**src/inc/csbu_pkg.sv**
```systemverilog
package csbu_pkg;
   localparam int unsigned FLAG_C = 0;
   localparam int unsigned FLAG_Z = 1;
   localparam int unsigned FLAG_N = 2;
   localparam int unsigned FLAG_V = 3;
   localparam int unsigned FLAG_S = 4;
   localparam int unsigned FLAG_H = 5;
   localparam int unsigned PC_W   = 16;
   localparam logic [15:0] PC_STEP_ONE   = 16'h0001;
   localparam logic [15:0] PC_STEP_SHORT = 16'h0002;
   localparam logic [15:0] PC_STEP_LONG  = 16'h0003;
   localparam logic [15:0] PC_RESET      = 16'h0000;
   localparam logic [7:0]  FLAGS_RESET   = 8'h00;

   typedef enum logic [3:0]
   {
      CSBU_OP_NONE       = 4'h0,
      CSBU_OP_CMP_IMM    = 4'h1,
      CSBU_OP_CMP_SKIP   = 4'h2,
      CSBU_OP_SKIP_RBC   = 4'h3,
      CSBU_OP_SKIP_RBS   = 4'h4,
      CSBU_OP_SKIP_IOBC  = 4'h5,
      CSBU_OP_SKIP_IOBS  = 4'h6,
      CSBU_OP_BR_SET     = 4'h7,
      CSBU_OP_BR_CLR     = 4'h8,
      CSBU_OP_BR_EQ      = 4'h9,
      CSBU_OP_BR_NE      = 4'hA,
      CSBU_OP_BR_CS      = 4'hB,
      CSBU_OP_BR_SH      = 4'hC,
      CSBU_OP_BR_MI      = 4'hD,
      CSBU_OP_BR_PL      = 4'hE
   } csbu_op_t;
endpackage

```
**src/verilog/csbu_unit.sv**
```systemverilog
`timescale 1ns/1ps
module csbu_unit
   import csbu_pkg::*;
(
   input  wire logic        clk_i,         // Core clock
   input  wire logic        rst_i,         // Synchronous reset, high
   input  wire logic        exec_i,        // Instruction valid this cycle
   input  wire logic [3:0]  op_i,          // Decoded operation
   input  wire logic [7:0]  reg_a_i,       // First working register value
   input  wire logic [7:0]  reg_b_i,       // Second register or immediate
   input  wire logic [7:0]  io_val_i,      // Addressed I/O register value
   input  wire logic [2:0]  bit_sel_i,     // Bit or flag select
   input  wire logic [6:0]  offset_i,      // Signed branch offset
   input  wire logic        next_long_i,   // Following instruction is two words
   input  wire logic [7:0]  flags_load_i,  // Flags value from elsewhere
   input  wire logic        flags_we_i,    // Load flags from outside
   output logic [15:0]      pc_o,          // Program counter
   output logic [7:0]       flags_o,       // Processor flags register
   output logic             taken_o        // Last instruction skipped or branched
);
   logic [15:0] pc;
   logic [7:0]  flags;
   logic        taken;
   logic [8:0]  diff;
   logic [4:0]  hdiff;
   logic        cond;
   logic        is_skip;
   logic        is_br;
   logic [15:0] next_pc;
   logic [7:0]  next_flags;
   csbu_op_t    op;

   assign op = csbu_op_t'(op_i);
   assign diff  = {1'b0, reg_a_i} - {1'b0, reg_b_i};
   assign hdiff = {1'b0, reg_a_i[3:0]} - {1'b0, reg_b_i[3:0]};

   always_comb
   begin
      cond    = 1'b0;
      is_skip = 1'b0;
      is_br   = 1'b0;
      case (op)
         CSBU_OP_CMP_SKIP:
         begin
            is_skip = 1'b1;
            cond    = (reg_a_i == reg_b_i);
         end
         CSBU_OP_SKIP_RBC:
         begin
            is_skip = 1'b1;
            cond    = ~reg_a_i[bit_sel_i];
         end
         CSBU_OP_SKIP_RBS:
         begin
            is_skip = 1'b1;
            cond    = reg_a_i[bit_sel_i];
         end
         CSBU_OP_SKIP_IOBC:
         begin
            is_skip = 1'b1;
            cond    = ~io_val_i[bit_sel_i];
         end
         CSBU_OP_SKIP_IOBS:
         begin
            is_skip = 1'b1;
            cond    = io_val_i[bit_sel_i];
         end
         CSBU_OP_BR_SET:
         begin
            is_br = 1'b1;
            cond  = flags[bit_sel_i];
         end
         CSBU_OP_BR_CLR:
         begin
            is_br = 1'b1;
            cond  = ~flags[bit_sel_i];
         end
         CSBU_OP_BR_EQ:
         begin
            is_br = 1'b1;
            cond  = flags[FLAG_Z];
         end
         CSBU_OP_BR_NE:
         begin
            is_br = 1'b1;
            cond  = ~flags[FLAG_Z];
         end
         CSBU_OP_BR_CS:
         begin
            is_br = 1'b1;
            cond  = flags[FLAG_C];
         end
         CSBU_OP_BR_SH:
         begin
            is_br = 1'b1;
            cond  = ~flags[FLAG_C];
         end
         CSBU_OP_BR_MI:
         begin
            is_br = 1'b1;
            cond  = flags[FLAG_N];
         end
         CSBU_OP_BR_PL:
         begin
            is_br = 1'b1;
            cond  = ~flags[FLAG_N];
         end
         default:
         begin
            cond = 1'b0;
         end
      endcase
   end

   always_comb
   begin
      next_pc = pc + PC_STEP_ONE;
      if (is_skip && cond)
      begin
         next_pc = pc + (next_long_i ? PC_STEP_LONG : PC_STEP_SHORT);
      end
      else if (is_br && cond)
      begin
         // Offset is sign-extended; wraps modulo the counter width
         next_pc = pc + {{9{offset_i[6]}}, offset_i} + PC_STEP_ONE;
      end
   end

   always_comb
   begin
      next_flags = flags;
      if (op == CSBU_OP_CMP_IMM)
      begin
         next_flags[FLAG_Z] = (diff[7:0] == 8'h00);
         next_flags[FLAG_N] = diff[7];
         next_flags[FLAG_C] = diff[8];
         next_flags[FLAG_H] = hdiff[4];
         next_flags[FLAG_V] = (reg_a_i[7] ^ reg_b_i[7]) & (reg_a_i[7] ^ diff[7]);
         next_flags[FLAG_S] = diff[7] ^ next_flags[FLAG_V];
      end
   end

   always_ff @(posedge clk_i)
   begin
      if (rst_i)
         pc <= PC_RESET;
      else if (exec_i)
         pc <= next_pc;
   end

   // External load loses to a compare in the same cycle: the compare is the newer result
   always_ff @(posedge clk_i)
   begin
      if (rst_i)
         flags <= FLAGS_RESET;
      else if (exec_i && op == CSBU_OP_CMP_IMM)
         flags <= next_flags;
      else if (flags_we_i)
         flags <= flags_load_i;
   end

   always_ff @(posedge clk_i)
   begin
      if (rst_i)
         taken <= 1'b0;
      else if (exec_i)
         taken <= (is_skip | is_br) & cond;
   end

   assign pc_o    = pc;
   assign flags_o = flags;
   assign taken_o = taken;

   a_cmp_zero: assert property (@(posedge clk_i) disable iff (rst_i)
      exec_i && op == CSBU_OP_CMP_IMM |=> flags[FLAG_Z] == ($past(reg_a_i) == $past(reg_b_i)))
      else $error("compare zero flag wrong");
   a_cmp_carry: assert property (@(posedge clk_i) disable iff (rst_i)
      exec_i && op == CSBU_OP_CMP_IMM |=> flags[FLAG_C] == ($past(reg_a_i) < $past(reg_b_i)))
      else $error("compare carry flag wrong");
   a_skip_eq: assert property (@(posedge clk_i) disable iff (rst_i)
      exec_i && op == CSBU_OP_CMP_SKIP && reg_a_i == reg_b_i && !next_long_i && !flags_we_i
      |=> pc == $past(pc) + PC_STEP_SHORT && flags == $past(flags))
      else $error("equal skip wrong");
   a_skip_rbc: assert property (@(posedge clk_i) disable iff (rst_i)
      exec_i && op == CSBU_OP_SKIP_RBC && !reg_a_i[bit_sel_i] && next_long_i
      |=> pc == $past(pc) + PC_STEP_LONG)
      else $error("register bit clear skip wrong");
   a_skip_rbs: assert property (@(posedge clk_i) disable iff (rst_i)
      exec_i && op == CSBU_OP_SKIP_RBS && !reg_a_i[bit_sel_i] |=> pc == $past(pc) + PC_STEP_ONE)
      else $error("register bit set skip wrong");
   a_skip_iobc: assert property (@(posedge clk_i) disable iff (rst_i)
      exec_i && op == CSBU_OP_SKIP_IOBC && !io_val_i[bit_sel_i] |=> taken)
      else $error("io bit clear skip wrong");
   a_skip_iobs: assert property (@(posedge clk_i) disable iff (rst_i)
      exec_i && op == CSBU_OP_SKIP_IOBS && io_val_i[bit_sel_i] && !next_long_i
      |=> pc == $past(pc) + PC_STEP_SHORT)
      else $error("io bit set skip wrong");
   a_branch_eq: assert property (@(posedge clk_i) disable iff (rst_i)
      exec_i && op == CSBU_OP_BR_EQ && flags[FLAG_Z]
      |=> pc == $past(pc) + {{9{$past(offset_i[6])}}, $past(offset_i)} + PC_STEP_ONE)
      else $error("equal branch target wrong");
   a_branch_sh: assert property (@(posedge clk_i) disable iff (rst_i)
      exec_i && op == CSBU_OP_BR_SH && flags[FLAG_C] |=> !taken)
      else $error("same or higher branch taken with carry");
   a_branch_flags: assert property (@(posedge clk_i) disable iff (rst_i)
      exec_i && is_br && !flags_we_i |=> flags == $past(flags))
      else $error("branch altered flags");

   c_skip_long: cover property (@(posedge clk_i) exec_i && is_skip && cond && next_long_i);
   c_branch_back: cover property (@(posedge clk_i) exec_i && is_br && cond && offset_i[6]);
   c_cmp_then_br: cover property (@(posedge clk_i)
      exec_i && op == CSBU_OP_CMP_IMM ##1 exec_i && op == CSBU_OP_BR_NE);
endmodule

```
**config.mk**
```make
export PLATFORM = sky130hd
export DESIGN_NAME = csbu_unit
export DESIGN_NICKNAME = d
export VERILOG_FILES = /design/src/inc/csbu_pkg.sv /design/src/verilog/csbu_unit.sv
export SDC_FILE = /design/constraint.sdc
export NUM_CORES = 1
export LEC_CHECK = 0
export BUFFER_PORTS_ARGS = -buffer_cell sky130_fd_sc_hd__buf_4
export CORE_UTILIZATION = 60
export CTS_BUF_LIST = sky130_fd_sc_hd__clkbuf_8
export CTS_CLUSTER_SIZE = 12
export DETAILED_ROUTE_END_ITERATION = 7
export PLACE_DENSITY = 0.89
export RECOVER_POWER = 100
export SLEW_MARGIN = 0
export SYNTH_ARGS = -nofsm -noshare
export SYNTH_HDL_FRONTEND = slang
export SYNTH_SLANG_ARGS = --single-unit
```
**constraint.sdc**
```tcl
create_clock -name clk_i -period 4.38 [get_ports clk_i]
set_input_delay 0.438 -clock clk_i [delete_from_list [all_inputs] [get_ports clk_i]]
set_output_delay 0.438 -clock clk_i [all_outputs]
set_load 0.02 [all_outputs]
```
==> flow_summary.ini <==
[floorplanning]
rows = 26
die_w_um = 74.88
core_area_sq_um = 5107
die_h_um = 74.88
start_util = 0.6240
ios = 76
dieArea_sq_um = 5607

[timing]
hold_violations = 0
whs_ns = 0.4167
slew_violations = 0
worst_pin_slew_ns = 0.7989
period_share = 0.7583
max_freq_mhz = 301.1
rsz0062_at_grt = no
setup_viol = 0
fin_tns_setup_ns = 0
clock_skew_ns = 0.01003
maxSlewHeadroom = 0.4674
min_period_ns = 3.322

[drt]
first_iter_violations = 392
first_pass_iters = 5
drt-vias-per-instance = 6.531
drc = 0
ant_nets = 0
vias = 3540
wl_per_cell_um = 16.61
wl_um = 9001

[synth]
synth_compound_area_frac = 0.2572
synth_fa_ha_area_frac = 0.1146
ys_warn_count = 0
synth_edf_count = 0
synth_top_family_by_area = compound AO/OA/AOI/OAI gates
synth_cells = 414
synth.area.top_cells = dfxtp_1 16%, ha_1 10%, xor2_1 4.4%
ys_seq_area_frac = 0.1570
ys_ff_latch = 25
synth.distinct_cells = 69
async_flop_share = 0
synth_ff_type = dfxtp_1
yosys.area_share.simple = 0.2328
synth_mux_area_frac = 0.1040
synth_area_sq_um = 3187
synth_xor_xnor_area_share = 0.07420
synth_top_area_frac = 0.1570
synth_area_leader_cell = dfxtp_1
synth.avg_cell_area_sq_um = 7.698
postSynthNetCount = 493

[global_route]
grt_pass1_vias = 3348
overflow = 0
grt_usage = 0.3426
antenna_found_initial = 0
grt_pass1_wl_um = 14960
grt_max_degree = 25

[finish]
final_nets = 552
mostFrequentLayoutCells = 48 x buf_4, 36 x nand2_1, 33 x nor2_1, 27 x a21oi_1
antenna_cells = 0
nFillCells = 449
layout_commonest_cell = buf_4
area_growth_pct = 14.92
drive_gt1_frac = 0.1547
final_util = 0.7171

[pwr]
powerDensity_nw_per_um2 = 221.3
p_leak_nw = 1.542
peakVddDrop_mv = 0.2362

[hold_path]
hold_class = in -> reg

[worst_setup_path]
worstSetupStartpointType = register
cpPeakStageDelay_ns = 0.44
worstPathMaxFanout = 8
critPathRequiredTime_ns = 4.56
critPathKind = reg -> reg
endpoint_kind = register
cpLargestDelayFamily = compound AO/OA/AOI/OAI gates
cp_common_cell = inv_1
worst-path-buf-inv = 2
slowest_stage = fa_1
crit_arrival_ns = 3.51
crit_chain = inv_1 > ha_1 > inv_1 > fa_1 > a211oi_1 > o21ai_0 > a31oi_1 > o21ai_1 > a221oi_1 > xnor2_1 > a221o_1 > a32o_1

[cts]
h-tree-depth = 1
postCtsHoldBufs = 0
cts.reportedPaths.clkPinSlew_ns = 0.11
cts_setup_buffers = 0
numCtsBuffers = 3
cts_resized = 0
clock_latency_ns = 0.28
clkSinkCount = 25
cts-root-buf = clkbuf_8
clock_path_buffers = 2
cts_tree = done

[flow_run]
timing.max_cap.violations = 0

[placement]
place.gp.congestion = 0.9558
portBuffers = 75
hpwlAfterDp_um = 6915

[status]
status = finished, final reports clean
-- stage by stage --
| stage | instance area [sq um] | total power (W) | instances | worst slack, ns |
|---|---|---|---|---|
| 3_3_place_gp | 3721 | 0.0006625 | 538 | 1.238 |
| 4_1_cts | 3770 | 0.0008209 | 542 | 1.162 |
| 5_1_grt | 3662 | 0.0008598 | 542 | 0.8202 |
| 6_report | 3662 | 0.0008106 | 542 | 1.058 |
| 2_1_floorplan | 3187 | 0.0005553 | 414 | 1.544 |
| 3_5_place_dp | 3721 | 0.0006742 | 538 | 1.031 |
-- cells by family after synthesis --
logic type               count (synthesis)
AO/OA/AOI/OAI                          123
XOR/XNOR                                27
adder cells (fa/ha/maj)                 28
buffers and inverters                   41
flip-flops                              25
multiplexers                            24
AND/OR/NAND/NOR                        146
-- area by class of cell --
| cell class | count | area, sq um | share of cell area |
|---|---|---|---|
| Timing Repair Buffer | 75 | 465.4 | 0.1271 |
| Clock buffer | 3 | 41.29 | 0.01127 |
| Tap cell | 70 | 87.58 | 0.02392 |
| Multi-Input combinational cell | 348 | 2485 | 0.6785 |
| Sequential cell | 25 | 500.5 | 0.1367 |
| Clock inverter | 1 | 7.507 | 0.002050 |
| Inverter | 20 | 75.07 | 0.02050 |
-- worst reg2reg max path, cell delays in order, from the launching register on --
cell	delay (ns)
dfxtp_1	0.40
inv_1	0.09
ha_1	0.18
inv_1	0.07
fa_1	0.44
a211oi_1	0.40
o21ai_0	0.20
a31oi_1	0.32
o21ai_1	0.16
a221oi_1	0.33
xnor2_1	0.11
a221o_1	0.35
a32o_1	0.20
-- layer usage --
metal	track usage	up-vias	part of all wire
met5	0	-	0
met1	0.4256	1638	0.40
li1	-	1663	-
met2	0.5886	199	0.48
met4	0.1405	0	0.031
met3	0.05756	40	0.091
-- worst paths after layout --
kind / slack, ns / end / depth (start not counted) / startpoint
worst min-delay path: 0.42 / flags_o[6]$_SDFFE_PP0P_ / 3 / flags_load_i[6]
worst min register to register: 0.50 / taken_o$_SDFFE_PP0P_ / 2 / taken_o$_SDFFE_PP0P_
worst max-delay path: 1.06 / pc_o[14]$_SDFFE_PP0P_ / 12 / pc_o[0]$_SDFFE_PP0P_
worst max register to register: 1.06 / pc_o[14]$_SDFFE_PP0P_ / 12 / pc_o[0]$_SDFFE_PP0P_
-- synthesized netlist by cell type (all sizes together), types with 12 or more instances --
| library cell | count |
|---|---|
| xor2 | 16 |
| a21oi | 27 |
| clkbuf | 12 |
| nor2 | 33 |
| inv | 19 |
| and3 | 12 |
| dfxtp | 25 |
| o21ai | 30 |
| nand3 | 16 |
| ha | 26 |
| nor3 | 14 |
| nand2 | 37 |
-- registers in the layout, summed over array words and instances, names as in the netlist --
name     count
flags_o      8
pc_o        16
taken_o      1
-- power by group --
group	switching [W]	internal (W)	total (W)
registers	0.0000349	0.000245	0.000280
clock network	0.0000860	0.0000647	0.000151
logic	0.000216	0.000164	0.000380
(Power assumes the default switching activity.)
